### src/logic/err_pkg.sv
// ****************************************************************
// Overview of operation
// - Flag any deviation from correct service
// - Lost poison counts as a detected error
// - Coherency loss counts as a detected error
// - Poisoned line partially written becomes modified
// - Partial write keeps granule poison intact
// - Error or poisoned responses are consumed errors
// - Report every error to a recording node
// - Report carries originating component and syndrome
// - Correct correctable errors, report as Corrected
// - Corrected read returns corrected data
// - Deferrable error poisons data, reported Deferred
// - Deferred/uncorrected raise enabled fault and recovery
// - Never defer to consumer refusing poison
// - Non-deferrable uncorrectable errors reported Uncorrected
// - Uncorrected consumer read gets in-band error
// - Fatal uncorrected error may enter service failure
// - Recording node captures syndrome in record
// - Record survives error recovery reset
// - Later error overwrites shared record syndrome
// ****************************************************************
package err_pkg;
   // Widths
   localparam int DATA_W = 32;
   localparam int ADDR_W = 8;
   localparam int SYN_W = 16;
   localparam int LINES = 4;
   localparam int IDX_W = 2;
   localparam int NCLS = 3;

   // Class index into pending vectors, lowest severity first
   localparam int CLS_CE = 0;
   localparam int CLS_DE = 1;
   localparam int CLS_UE = 2;

   // Recorded component error state
   typedef enum logic [1:0] {
      ST_NONE = 2'b00,
      ST_CE = 2'b01,
      ST_DE = 2'b10,
      ST_UE = 2'b11
   } err_state_e;

   // Syndrome layout: {source, cause, address}
   localparam int SYN_SRC_LSB = 12;
   localparam int SYN_CAUSE_LSB = 8;
   localparam int SYN_ADDR_LSB = 0;

   // Originating component id, value arbitrary
   localparam logic [3:0] SRC_ID = 4'h5;

   // Cause codes
   localparam logic [3:0] CAUSE_CORR = 4'h1;
   localparam logic [3:0] CAUSE_DEFER = 4'h2;
   localparam logic [3:0] CAUSE_UNCORR = 4'h3;
   localparam logic [3:0] CAUSE_CONS_POISON = 4'h4;
   localparam logic [3:0] CAUSE_CONS_ABORT = 4'h5;
   localparam logic [3:0] CAUSE_DEVIATION = 4'h6;
   localparam logic [3:0] CAUSE_POISON_LOST = 4'h7;
   localparam logic [3:0] CAUSE_COH_LOSS = 4'h8;

   // Reset values
   localparam logic [SYN_W-1:0] RST_SYN = 16'h0000;
   localparam logic [DATA_W-1:0] RST_DATA = 32'h0000_0000;
   localparam logic [ADDR_W-1:0] RST_ADDR = 8'h00;
   localparam logic [IDX_W-1:0] RST_IDX = 2'h0;
endpackage

### src/logic/line_poison_state.sv
`timescale 1ns/1ps
`default_nettype none
// Poison and ownership state of one cache line
module line_poison_state
   import err_pkg::*;
(
   input wire logic mclk, // Clock
   input wire logic rst_n, // Async reset, active low
   input wire logic fill, // Line filled from memory
   input wire logic fill_poison, // Fill data carried poison
   input wire logic wr, // Write to the line
   input wire logic wr_full, // Write covers the whole granule
   input wire logic evict, // Line evicted
   output logic poison_q, // Line holds poison
   output logic modified_q // Line owned and dirty
);
   logic poison_d;
   logic modified_d;

   // Fill wins over write, write over evict
   always_comb begin
      poison_d = poison_q;
      modified_d = modified_q;
      if (fill) begin
         poison_d = fill_poison;
         modified_d = 1'b0;
      end else if (wr) begin
         // Only a full granule write can clean poison
         poison_d = poison_q & ~wr_full;
         // Taking ownership makes eviction write the poison back
         modified_d = 1'b1;
      end else if (evict) begin
         poison_d = 1'b0;
         modified_d = 1'b0;
      end
   end

   // State flops
   always_ff @(posedge mclk or negedge rst_n) begin
      if (!rst_n) begin
         poison_q <= 1'b0;
         modified_q <= 1'b0;
      end else begin
         poison_q <= poison_d;
         modified_q <= modified_d;
      end
   end
endmodule
`default_nettype wire

### src/logic/severity_pick.sv
`timescale 1ns/1ps
`default_nettype none
// Picks the most severe pending class
module severity_pick
   import err_pkg::*;
(
   input wire logic [NCLS-1:0] pend, // Pending classes
   output logic [NCLS-1:0] gnt, // One-hot grant
   output err_pkg::err_state_e state // State of granted class
);
   // Fixed priority: Uncorrected, Deferred, Corrected
   assign gnt[CLS_UE] = pend[CLS_UE];
   assign gnt[CLS_DE] = pend[CLS_DE] & ~pend[CLS_UE];
   assign gnt[CLS_CE] = pend[CLS_CE] & ~pend[CLS_DE] & ~pend[CLS_UE];
   assign state = gnt[CLS_UE] ? ST_UE : gnt[CLS_DE] ? ST_DE : gnt[CLS_CE] ? ST_CE : ST_NONE;
endmodule
`default_nettype wire

### src/logic/error_detect_classify_report.sv
`timescale 1ns/1ps
`default_nettype none
module error_detect_classify_report
   import err_pkg::*;
(
   input wire logic mclk, // Clock, 125 MHz
   input wire logic rst_n, // Async reset, active low
   input wire logic err_rec_rst, // Error recovery reset pulse
   // Consumer access with check result
   input wire logic acc_valid, // Access presented
   input wire logic acc_read, // Access is a read
   input wire logic acc_spec, // Access is speculative
   input wire logic [err_pkg::ADDR_W-1:0] acc_addr, // Access address
   input wire logic [err_pkg::DATA_W-1:0] acc_data, // Raw stored data
   input wire logic [err_pkg::DATA_W-1:0] acc_corr_data, // Corrected data
   input wire logic acc_ce, // Correctable error seen
   input wire logic acc_uncorr, // Uncorrectable error seen
   input wire logic acc_defer_ok, // Error can be deferred
   input wire logic cons_poison_ok, // Consumer accepts poison
   // Responses to transactions this block initiated
   input wire logic rsp_valid, // Response returned
   input wire logic rsp_err, // In-band error response
   input wire logic rsp_poison, // Poisoned response
   input wire logic [err_pkg::ADDR_W-1:0] rsp_addr, // Response address
   // Other detectors
   input wire logic dev_err, // Service deviation seen
   input wire logic poison_drop, // Poison lost at a boundary
   input wire logic coh_loss, // Coherency lost
   input wire logic [err_pkg::ADDR_W-1:0] det_addr, // Address of detection
   // Cache line operations
   input wire logic fill_valid, // Line fill
   input wire logic fill_poison, // Fill carried poison
   input wire logic pwr_valid, // Write to line
   input wire logic pwr_full, // Write covers whole granule
   input wire logic evict_valid, // Line eviction
   input wire logic [err_pkg::IDX_W-1:0] line_idx, // Line index of op
   // Enables
   input wire logic rpt_ce_en, // Report corrected errors
   input wire logic rpt_spec_en, // Report speculative detections
   input wire logic fhi_en, // Fault handling interrupt enable
   input wire logic eri_en, // Error recovery interrupt enable
   input wire logic inband_en, // In-band error response enable
   input wire logic halt_on_ue, // Halt on uncorrected error
   input wire logic rec_clr, // Clear the error record
   // Read answer to consumer
   output logic rd_valid_q, // Read answer
   output logic [err_pkg::DATA_W-1:0] rd_data_q, // Read data
   output logic rd_poison_q, // Read data poisoned
   output logic rd_err_q, // In-band error response
   output logic poison_set_q, // Poison the written location
   output logic [err_pkg::ADDR_W-1:0] poison_addr_q, // Location to poison
   // Report to recording node
   output logic rpt_valid_q, // Report pulse
   output err_pkg::err_state_e rpt_state_q, // Reported error state
   output logic [err_pkg::SYN_W-1:0] rpt_syn_q, // Reported syndrome
   output logic fault_irq_q, // Fault handling interrupt pulse
   output logic recov_irq_q, // Error recovery interrupt pulse
   // Local error record
   output logic rec_valid_q, // Record holds an error
   output err_pkg::err_state_e rec_state_q, // Recorded state
   output logic [err_pkg::SYN_W-1:0] rec_syn_q, // Recorded syndrome
   output logic svc_fail_q, // Service failure mode
   // Write-back
   output logic wb_valid_q, // Write-back of evicted line
   output logic [err_pkg::IDX_W-1:0] wb_idx_q, // Line written back
   output logic wb_poison_q // Write-back carries poison
);
   import err_pkg::*;

   // ****************************************************************
   // Classification
   // ****************************************************************
   logic acc_def_able;
   logic acc_ce_w;
   logic acc_de_w;
   logic acc_ue_w;
   logic acc_rpt_w;
   logic cons_de_w;
   logic cons_ue_w;
   logic [NCLS-1:0] hit;

   // Deferral needs the consumer to take poison on reads
   assign acc_def_able = acc_defer_ok & (~acc_read | cons_poison_ok);
   assign acc_ce_w = acc_valid & acc_ce & ~acc_uncorr;
   assign acc_de_w = acc_valid & acc_uncorr & acc_def_able;
   assign acc_ue_w = acc_valid & acc_uncorr & ~acc_def_able;
   // Speculative detections are reported only when asked
   assign acc_rpt_w = ~acc_spec | rpt_spec_en;
   // Error or poison returned to our own transactions
   assign cons_ue_w = rsp_valid & rsp_err;
   assign cons_de_w = rsp_valid & rsp_poison & ~rsp_err;

   // Corrected reporting is optional, the rest reported unless a speculative access with rpt_spec_en low
   assign hit[CLS_CE] = acc_ce_w & acc_rpt_w & rpt_ce_en;
   assign hit[CLS_DE] = (acc_de_w & acc_rpt_w) | cons_de_w;
   // Deviation, lost poison and coherency loss are uncorrected
   assign hit[CLS_UE] = (acc_ue_w & acc_rpt_w) | cons_ue_w | dev_err
                        | poison_drop
                        | coh_loss;

   // ****************************************************************
   // Syndromes
   // ****************************************************************
   logic [SYN_W-1:0] syn_new [NCLS];
   logic [3:0] ue_cause;
   logic [ADDR_W-1:0] ue_addr;

   // Most specific cause wins when several share a cycle
   assign ue_cause = coh_loss ? CAUSE_COH_LOSS :
                     poison_drop ? CAUSE_POISON_LOST :
                     dev_err ? CAUSE_DEVIATION :
                     cons_ue_w ? CAUSE_CONS_ABORT : CAUSE_UNCORR;
   assign ue_addr = (coh_loss | poison_drop | dev_err) ? det_addr :
                    cons_ue_w ? rsp_addr : acc_addr;
   // Source id identifies us to a shared record
   assign syn_new[CLS_CE] = {SRC_ID, CAUSE_CORR, acc_addr};
   assign syn_new[CLS_DE] = acc_de_w ? {SRC_ID, CAUSE_DEFER, acc_addr}
                                     : {SRC_ID, CAUSE_CONS_POISON, rsp_addr};
   assign syn_new[CLS_UE] = {SRC_ID, ue_cause, ue_addr};

   // ****************************************************************
   // Pending classes and arbitration
   // ****************************************************************
   logic [NCLS-1:0] pend_q;
   logic [NCLS-1:0] pend_d;
   logic [SYN_W-1:0] syn_q [NCLS];
   logic [SYN_W-1:0] syn_d [NCLS];
   logic [NCLS-1:0] gnt;
   err_state_e gnt_state;
   logic [SYN_W-1:0] gnt_syn;

   severity_pick u_pick (
      .pend(pend_q),
      .gnt(gnt),
      .state(gnt_state)
   );

   assign gnt_syn = gnt[CLS_UE] ? syn_q[CLS_UE] : gnt[CLS_DE] ? syn_q[CLS_DE] : syn_q[CLS_CE];

   // New event wins over grant and recovery reset; latest syndrome kept
   always_comb begin
      for (int i = 0; i < NCLS; i++) begin
         pend_d[i] = hit[i] | (pend_q[i] & ~gnt[i] & ~err_rec_rst);
         syn_d[i] = hit[i] ? syn_new[i] : syn_q[i];
      end
   end

   // Pending flops
   always_ff @(posedge mclk or negedge rst_n) begin
      if (!rst_n) begin
         pend_q <= '0;
         for (int i = 0; i < NCLS; i++) begin
            syn_q[i] <= RST_SYN;
         end
      end else begin
         pend_q <= pend_d;
         syn_q <= syn_d;
      end
   end

   // ****************************************************************
   // Report and interrupts
   // ****************************************************************
   logic rpt_valid_d;
   logic fault_irq_d;
   logic recov_irq_d;

   // One report per cycle; interrupts ride along with the report
   assign rpt_valid_d = |gnt;
   assign fault_irq_d = rpt_valid_d & fhi_en;
   assign recov_irq_d = (gnt[CLS_DE] | gnt[CLS_UE]) & eri_en;

   // Report flops
   always_ff @(posedge mclk or negedge rst_n) begin
      if (!rst_n) begin
         rpt_valid_q <= 1'b0;
         rpt_state_q <= ST_NONE;
         rpt_syn_q <= RST_SYN;
         fault_irq_q <= 1'b0;
         recov_irq_q <= 1'b0;
      end else begin
         rpt_valid_q <= rpt_valid_d;
         rpt_state_q <= gnt_state;
         rpt_syn_q <= gnt_syn;
         fault_irq_q <= fault_irq_d;
         recov_irq_q <= recov_irq_d;
      end
   end

   // ****************************************************************
   // Error record
   // ****************************************************************
   logic rec_valid_d;

   // Capture wins over clear; recovery reset does not touch it
   assign rec_valid_d = rpt_valid_q | (rec_valid_q & ~rec_clr);

   // Only power-on reset clears the syndrome, so it outlives recovery
   always_ff @(posedge mclk or negedge rst_n) begin
      if (!rst_n) begin
         rec_valid_q <= 1'b0;
         rec_state_q <= ST_NONE;
         rec_syn_q <= RST_SYN;
      end else begin
         rec_valid_q <= rec_valid_d;
         if (rpt_valid_q) begin
            rec_state_q <= rpt_state_q;
            rec_syn_q <= rpt_syn_q;
         end
      end
   end

   // ****************************************************************
   // Service failure and consumer answers
   // ****************************************************************
   logic svc_fail_d;
   logic rd_w;
   logic rd_err_d;
   logic [DATA_W-1:0] rd_data_d;

   // Halt until recovery; a fresh fatal error wins over recovery
   assign svc_fail_d = (hit[CLS_UE] & halt_on_ue) | (svc_fail_q & ~err_rec_rst);
   assign rd_w = acc_valid & acc_read;
   // While halted every read is refused in-band
   assign rd_err_d = rd_w & ((acc_ue_w & inband_en) | svc_fail_q);
   // Error data is zeroed; an uncorrected read with inband_en low returns raw acc_data
   assign rd_data_d = rd_err_d ? RST_DATA : acc_ce_w ? acc_corr_data : acc_data;

   // Answer flops
   always_ff @(posedge mclk or negedge rst_n) begin
      if (!rst_n) begin
         svc_fail_q <= 1'b0;
         rd_valid_q <= 1'b0;
         rd_data_q <= RST_DATA;
         rd_poison_q <= 1'b0;
         rd_err_q <= 1'b0;
         poison_set_q <= 1'b0;
         poison_addr_q <= RST_ADDR;
      end else begin
         svc_fail_q <= svc_fail_d;
         rd_valid_q <= rd_w;
         rd_data_q <= rd_data_d;
         rd_poison_q <= rd_w & acc_de_w & ~svc_fail_q;
         rd_err_q <= rd_err_d;
         poison_set_q <= acc_de_w & ~acc_read;
         poison_addr_q <= acc_addr;
      end
   end

   // ****************************************************************
   // Cache line poison tracking
   // ****************************************************************
   logic [LINES-1:0] line_poison;
   logic [LINES-1:0] line_mod;
   logic ev_mod_w;
   logic ev_poison_w;

   for (genvar g = 0; g < LINES; g++) begin : g_line
      logic sel;
      assign sel = (line_idx == IDX_W'(g));
      line_poison_state u_line (
         .mclk(mclk),
         .rst_n(rst_n),
         .fill(fill_valid & sel),
         .fill_poison(fill_poison),
         .wr(pwr_valid & sel),
         .wr_full(pwr_full),
         .evict(evict_valid & sel),
         .poison_q(line_poison[g]),
         .modified_q(line_mod[g])
      );
   end

   // Only owned lines go back; clean ones must not be written
   assign ev_mod_w = evict_valid & ~fill_valid & ~pwr_valid & line_mod[line_idx];
   assign ev_poison_w = line_poison[line_idx];

   // Write-back flops
   always_ff @(posedge mclk or negedge rst_n) begin
      if (!rst_n) begin
         wb_valid_q <= 1'b0;
         wb_idx_q <= RST_IDX;
         wb_poison_q <= 1'b0;
      end else begin
         wb_valid_q <= ev_mod_w;
         wb_idx_q <= line_idx;
         wb_poison_q <= ev_mod_w & ev_poison_w;
      end
   end
endmodule
`default_nettype wire

### config.mk
export PLATFORM = sky130hd
export DESIGN_NAME = error_detect_classify_report
export DESIGN_NICKNAME = d
export VERILOG_FILES = /design/src/logic/err_pkg.sv /design/src/logic/line_poison_state.sv /design/src/logic/severity_pick.sv /design/src/logic/error_detect_classify_report.sv
export SDC_FILE = /design/constraint.sdc
export NUM_CORES = 1
export LEC_CHECK = 0
export ABC_AREA = 1
export BUFFER_PORTS_ARGS = -buffer_cell sky130_fd_sc_hd__buf_2
export CORE_UTILIZATION = 55
export CTS_BUF_LIST = sky130_fd_sc_hd__clkbuf_8
export DETAILED_ROUTE_END_ITERATION = 10
export PLACE_DENSITY = 0.9
export REMOVE_ABC_BUFFERS = 1
export SYNTH_ARGS = -nofsm -noshare
export SYNTH_HDL_FRONTEND = slang
export SYNTH_SLANG_ARGS = --single-unit
### constraint.sdc
create_clock -name mclk -period 3.3 [get_ports mclk]
set_input_delay 0.495 -clock mclk [delete_from_list [all_inputs] [get_ports mclk]]
set_output_delay 0.495 -clock mclk [all_outputs]
set_load 0.01 [all_outputs]
==> results of run 1 <==
[cell usage after synthesis (3+ instances only)]
master    instances
nor2_1            9
nand2_1         266
buf_4             8
buf_2            17
clkbuf_1          6
nand2_2           3
o211ai_1          8
mux2_2           15
o21ai_0          25
nand3_1          34
dfrtp_1         127
a21oi_1          34
inv_1            68
nand4_1           9
[cell usage in the layout (no fill, tap or decap), drive strengths merged, types with 2 or more instances in the layout]
master / n
nand2: 269
buf: 204
dfrtp: 127
inv: 73
nand3: 35
a21oi: 34
o21ai: 25
clkbuf: 21
mux2: 15
nor2: 12
nand4: 9
o211ai: 8
conb: 4
bufinv: 4
clkinv: 4
nor3: 2
o21bai: 2
clkinvlp: 2
[stage by stage]
| stage | hold slack [ns] | instance area, µm² | instances | utilization [%] | total power, mW |
|---|---|---|---|---|---|
| 6_report | 0.1422 | 7048 | 990 | 72.11 | 3.866 |
| 5_1_grt | 0.2172 | 7048 | 990 | 72.11 | 4.046 |
| 4_1_cts | 0.1865 | 7048 | 990 | 72.11 | 3.886 |
| 3_5_place_dp | 0.4445 | 6584 | 958 | 67.36 | 2.359 |
| 3_3_place_gp | 0.4343 | 6584 | 958 | 67.36 | 2.338 |
| 2_1_floorplan | 0.1994 | 5376 | 621 | - | 2.075 |
[power by group through the flow]
| stage | clock network (mW) | logic, mW | registers [mW] |
|---|---|---|---|
| 2_1_floorplan | 0 | 0.231 | 1.84 |
| 3_3_place_gp | 0 | 0.533 | 1.80 |
| 3_5_place_dp | 0 | 0.548 | 1.81 |
| 4_1_cts | 1.55 | 0.553 | 1.78 |
| 5_1_grt | 1.62 | 0.623 | 1.80 |
| 6_report | 1.53 | 0.551 | 1.78 |
[worst register-to-register path, cell delays in order, from the launching register on]
cell and delay (ns):
dfrtp_1 0.57, nor2_1 0.40, clkinv_1 0.43, o211ai_1 0.33
[routing by layer]
metal | share of wire (%) | vias up
met2 | 49 | 241
met3 | 7.4 | 51
met1 | 39 | 2333
met4 | 4.4 | 0
met5 | 0 | -
li1 | - | 2414
[cells by family after synthesis]
family                 synth area share [%]
AND/OR/NAND/NOR                       24.03
AO/OA/AOI/OAI                         7.365
other                               0.06750
multiplexers                          3.041
buffers and inverters                 8.288
flip-flops                            57.21
[flip-flops by register name, summed over array words and instances, names as in the netlist, 2 cells and up]
name / cells
poison_addr_q: 8
g_line.u_line.modified_q: 4
rec_syn_q: 13
syn_q: 33
rd_data_q: 32
rec_state_q: 2
wb_idx_q: 2
rpt_syn_q: 13
g_line.u_line.poison_q: 4
pend_q: 3
rpt_state_q: 2
[layout make-up]
| type | count | area (µm²) |
|---|---|---|
| clock buffers | 21 | 289.0 |
| clock inverters | 11 | 175.2 |
| fillers | 774 | 2726 |
| flip-flops and latches | 127 | 3178 |
| multi-input cells | 422 | 1928 |
| well taps | 133 | 166.4 |
| repair buffers | 204 | 1041 |
| inverters | 72 | 270.3 |
[path summary, 6_finish.rpt]
check,from,to,depth (start not counted)
max in group asynchronous,rst_n,syn_q[37]$_DFFE_PN0P_,2
hold / removal,rst_n,wb_idx_q[0]$_DFF_PN0_,2
setup / recovery,rpt_valid_q$_DFF_PN0_,rpt_valid_q,1
setup reg to reg,pend_q[2]$_DFF_PN0_,rpt_syn_q[0]$_DFF_PN0_,3
min in group mclk,acc_addr[7],poison_addr_q[7]$_DFF_PN0_,1
hold reg to reg,syn_q[28]$_DFFE_PN0P_,syn_q[28]$_DFFE_PN0P_,2
==> flow_metrics.env, run 1 <==
export IMPL_p_sw_share_pct=26.44
export IMPL_hold_path_class="in -> async"
export IMPL_cp_slowest_cell="dfrtp_1"
export IMPL_critPathMaxFanout=17
export IMPL_grt_use_met1_pct=35.79
export IMPL_crit_buf_inv=1
export IMPL_p_sw_mw=1.022
export IMPL_grt_pass1_wl_um=22960
export IMPL_antenna_cells=0
export IMPL_cp_slowest_stage_delay_ns=0.87
export IMPL_r2r_slack_ns=1.48
export IMPL_drv_cap=0
export IMPL_yosysWarnings=0
export IMPL_post_cts_buffers=0
export IMPL_grt_max_degree=128
export IMPL_ant_nets=0
export IMPL_cts_inserted_buffers=17
export IMPL_finalCritPeriodShare_pct=61.91
export IMPL_rows=36
export IMPL_finalWorstSetupSlack_ns=1.257
export IMPL_crit_type="reg -> out"
export IMPL_drt_iter0_drc=269
export IMPL_ys_types=30
export IMPL_post_place_ws_ns=1.098
export IMPL_htree_levels=4
export IMPL_synth_top_area_share_pct=57.21
export IMPL_ioPinCount=207
export IMPL_crit_required_ns=2.80
export IMPL_num_vias=5039
export IMPL_worst_pin_slew_ns=1.116
export IMPL_syn_inst=651
export IMPL_yosysSeqAreaShare_pct=57.21
export IMPL_avgSynthCellArea_um2=8.534
export IMPL_drv_slew=0
export IMPL_ys_ff_latch=127
export IMPL_synth_flop_cell="dfrtp_1"
export IMPL_die_x_um=102.5
export IMPL_area_growth_pct=26.87
export IMPL_p_leak_nw=3.978
export IMPL_cts_sinks=127
export IMPL_ctsHoldBuffers=0
export IMPL_wirelength_um=14160
export IMPL_wl_per_cell_um=14.30
export IMPL_p_seq_share_pct=46.1
export IMPL_intPower_mw=2.844
export IMPL_grt_pass1_vias=4915
export IMPL_async_flop_share_pct=100.0
export IMPL_clock_path_buffers=2
export IMPL_max_vdd_ir_drop_v=0.0003015
export IMPL_fp_dieH_um=102.5
export IMPL_relSlewSlack_pct=25.36
export IMPL_grt_usage_pct=29.00
export IMPL_clk_pin_slew_ns=0.08
export IMPL_status="completed"
export IMPL_numPortBuffers=202
export IMPL_synth_edff_count=0
export IMPL_fmax_mhz=489.5
export IMPL_crit_arrival_ns=1.55
export IMPL_post_route_min_period_ns=2.043
export IMPL_startpoint_type="register"
export IMPL_setup_viol=0
export IMPL_clkPwrFrac_pct=39.6
export IMPL_antenna_found_initial=0
export IMPL_dp_hpwl_um=10010
export IMPL_die_area_mm2=0.01051
export IMPL_yosysTopAreaCell="dfrtp_1"
export IMPL_post_cts_resized=0
export IMPL_root_buffer="clkbuf_8"
export IMPL_powerDensity_mw_per_mm2=548.5
export IMPL_drive_above_1_share_pct=30.46
export IMPL_grt_use_met3_pct=6.576
export IMPL_syn_area_mm2=0.005555
export IMPL_grtUsageMet2_pct=47.74
export IMPL_pwr_share_comb_pct=14.3
export IMPL_skew_ns=0.01014
export IMPL_finalHoldViolations=0
export IMPL_yosys_top_cells_area="dfrtp_1 57%, nand2_1 18%, inv_1 4.6%"
export IMPL_cts_tree="done"
export IMPL_insertion_delay_ns=0.42
export IMPL_initial_utilization_pct=56.84
export IMPL_cp_end_kind="primary output"
export IMPL_final_net_count=962
export IMPL_tns_ns=0
export IMPL_crit_chain="buf_2"
export IMPL_dr_pass1_iters=6
export IMPL_rsz0062_at_grt="no"
export IMPL_drc=0
export IMPL_viasPerCell=5.090
export IMPL_core_area_mm2=0.009774
export IMPL_cp_top_family="flip-flops"
export IMPL_top_usage_layer="met2"
export IMPL_grt_ovfl_total=0
export IMPL_gp_congestion=0.8567
No activity file was read; power rests on OpenSTA's default activity.
==> run 2, diff against run 1 <==
--- a/config.mk
+++ b/config.mk
@@ -7,10 +7,10 @@
 export LEC_CHECK = 0
 export ABC_AREA = 1
 export BUFFER_PORTS_ARGS = -buffer_cell sky130_fd_sc_hd__buf_2
-export CORE_UTILIZATION = 55
+export CORE_UTILIZATION = 46
 export CTS_BUF_LIST = sky130_fd_sc_hd__clkbuf_8
 export DETAILED_ROUTE_END_ITERATION = 10
-export PLACE_DENSITY = 0.9
+export PLACE_DENSITY = 0.8
 export REMOVE_ABC_BUFFERS = 1
 export SYNTH_ARGS = -nofsm -noshare
 export SYNTH_HDL_FRONTEND = slang
==> constraint.sdc (replaced) <==
create_clock -name mclk -period 1.87 [get_ports mclk]
set_input_delay 0.2805 -clock mclk [delete_from_list [all_inputs] [get_ports mclk]]
set_output_delay 0.2805 -clock mclk [all_outputs]
set_load 0.01 [all_outputs]
==> run 2 against run 1 <==
The flow now finishes with violations (design-rule violations). First-iteration DRC count grew 22%. Clock power grew 90%. Sequential share of layout area shrank 1.6 points. Non-clock buffer count grew 22. Clock skew shrank 0.0018 ns. Combinational power grew 81%. Cell area grew 3.6%. Clock-buffer cell count is the same. Total power grew 83%. Sequential power grew 78%. Register-to-register slack lost 1.2 ns. Highest routed layer unchanged.
==> flow_metrics.env, run 2 (same netlist as run 1, synthesis figures left out) <==
export IMPL_rsz0062_at_grt="no"
export IMPL_post_cts_resized=0
export IMPL_antenna_found_initial=1
export IMPL_gp_congestion=0.8954
export IMPL_cp_top_family="flip-flops"
export IMPL_crit_chain="buf_4 -> buf_2"
export IMPL_powerDensity_mw_per_mm2=967.8
export IMPL_layout_cells_non_filler=1023
export IMPL_post_route_min_period_ns=1.635
export IMPL_cts_tree="done"
export IMPL_skew_ns=0.008338
export IMPL_num_vias=4957
export IMPL_p_leak_nw=4.102
export IMPL_final_common_cell="nand2_1"
export IMPL_max_vdd_ir_drop_v=0.0006120
export IMPL_drive_above_1_share_pct=30.83
export IMPL_wirelength_um=13950
export IMPL_drv_cap=0
export IMPL_crit_arrival_ns=1.35
export IMPL_dp_cells=979
export IMPL_grt_ovfl_total=0
export IMPL_area_growth_pct=31.44
export IMPL_fillCellCount=1008
export IMPL_finalWorstSetupSlack_ns=0.2347
export IMPL_numPortBuffers=202
export IMPL_ant_nets=0
export IMPL_cts_inserted_buffers=17
export IMPL_finalCritPeriodShare_pct=87.45
export IMPL_drt_iter0_drc=328
export IMPL_rows=39
export IMPL_largestRegisters="syn_q (33), rd_data_q (32)"
export IMPL_cts_sinks=127
export IMPL_drc=9
export IMPL_largest_reg_flops=33
export IMPL_dr_pass1_iters=8
export IMPL_startpoint_type="register"
export IMPL_final_net_count=984
export IMPL_die_x_um=111.9
export IMPL_grt_pass1_wl_um=23270
export IMPL_crit_type="reg -> out"
export IMPL_viasPerCell=4.846
export IMPL_clk_pin_slew_ns=0.07
export IMPL_critPathMaxFanout=10
export IMPL_core_area_mm2=0.01161
export IMPL_grt_max_degree=36
export IMPL_fp_dieH_um=111.9
export IMPL_r2r_slack_ns=0.30
export IMPL_root_buffer="clkbuf_8"
export IMPL_grt_usage_pct=24.03
export IMPL_fmax_mhz=611.5
export IMPL_status="complete, but fails checks"
export IMPL_initial_utilization_pct=47.83
export IMPL_wl_per_cell_um=13.64
export IMPL_die_area_mm2=0.01252
export IMPL_cp_end_kind="primary output"
export IMPL_finalHoldViolations=0
export IMPL_cp_slowest_cell="dfrtp_1"
export IMPL_grt_pass1_vias=4840
export IMPL_final_cell_mix="266 x nand2_1, 201 x buf_2, 127 x dfrtp_1"
export IMPL_violations="design-rule violations"
export IMPL_insertion_delay_ns=0.44
export IMPL_clock_path_buffers=2
export IMPL_ctsHoldBuffers=9
export IMPL_post_place_ws_ns=0.2934
export IMPL_tns_ns=0
export IMPL_htree_levels=4
export IMPL_crit_required_ns=1.59
export IMPL_whs_ns=0.03030
export IMPL_cp_slowest_stage_delay_ns=0.52
export IMPL_crit_buf_inv=2
export IMPL_setup_viol=0
export IMPL_dp_hpwl_um=10310
export IMPL_drv_slew=0
export IMPL_post_cts_buffers=0
export IMPL_hold_path_class="in -> reg"
export IMPL_ioPinCount=207
export IMPL_top_register="syn_q"
[run 2: cell count changes in the layout (fill, tap and decap cells not counted)]
cell and delta:
bufinv_16 +2, clkinv_4 -1, dlygate4sd3_1 +11, buf_12 +1
buf_4 +10, diode_2 +1, inv_6 -3, clkinv_2 +1
inv_1 +1
[run 2: power breakdown]
group          internal [mW]  switching [mW]  leakage (nW)
logic                  0.415           0.585          2.34
registers               3.02           0.133          1.51
clock network           1.86            1.05         0.249
total                   5.29            1.77          4.10
[run 2: final timing paths]
| path | from | end | depth (start not counted) |
|---|---|---|---|
| min in group asynchronous | rst_n | g_line[3].u_line.modified_q$_DFFE_PN0P_ | 2 |
| worst max register to register | pend_q[2]$_DFF_PN0_ | rpt_syn_q[1]$_DFF_PN0_ | 5 |
| worst min register to register | syn_q[40]$_DFFE_PN0P_ | syn_q[40]$_DFFE_PN0P_ | 1 |
| worst min-delay path | err_rec_rst | pend_q[0]$_DFF_PN0_ | 2 |
| max in group asynchronous | rst_n | rec_syn_q[11]$_DFFE_PN0P_ | 3 |
| worst max-delay path | rpt_valid_q$_DFF_PN0_ | rpt_valid_q | 2 |
[run 2: metal layers]
layer | track usage, % | share of wire [%]
met5 | 0 | 0
met3 | 5.988 | 6.0
met2 | 38.80 | 48
met4 | 11.89 | 3.1
met1 | 30.18 | 42
[run 2: stage by stage]
stage | instance area (µm²) | power, mW | utilization [%]
final | 7302 | 7.067 | 62.87
after global routing | 7302 | 7.411 | 62.87
after CTS | 7279 | 7.119 | 62.68
after detailed placement | 6691 | 4.191 | 57.62
after global placement | 6691 | 4.164 | 57.62
after floorplan | 5376 | 3.661 | -
[run 2: area by class of cell]
cell class	count	area, µm²	area share, %
antenna	1	2.502	0.03427
multi-input combinational	422	1928	26.41
inverter	72	270.3	3.701
sequential	127	3178	43.52
clock buffer	21	289.0	3.958
clock inverter	11	209.0	2.862
tap	143	178.9	2.450
timing repair buffer	226	1246	17.07
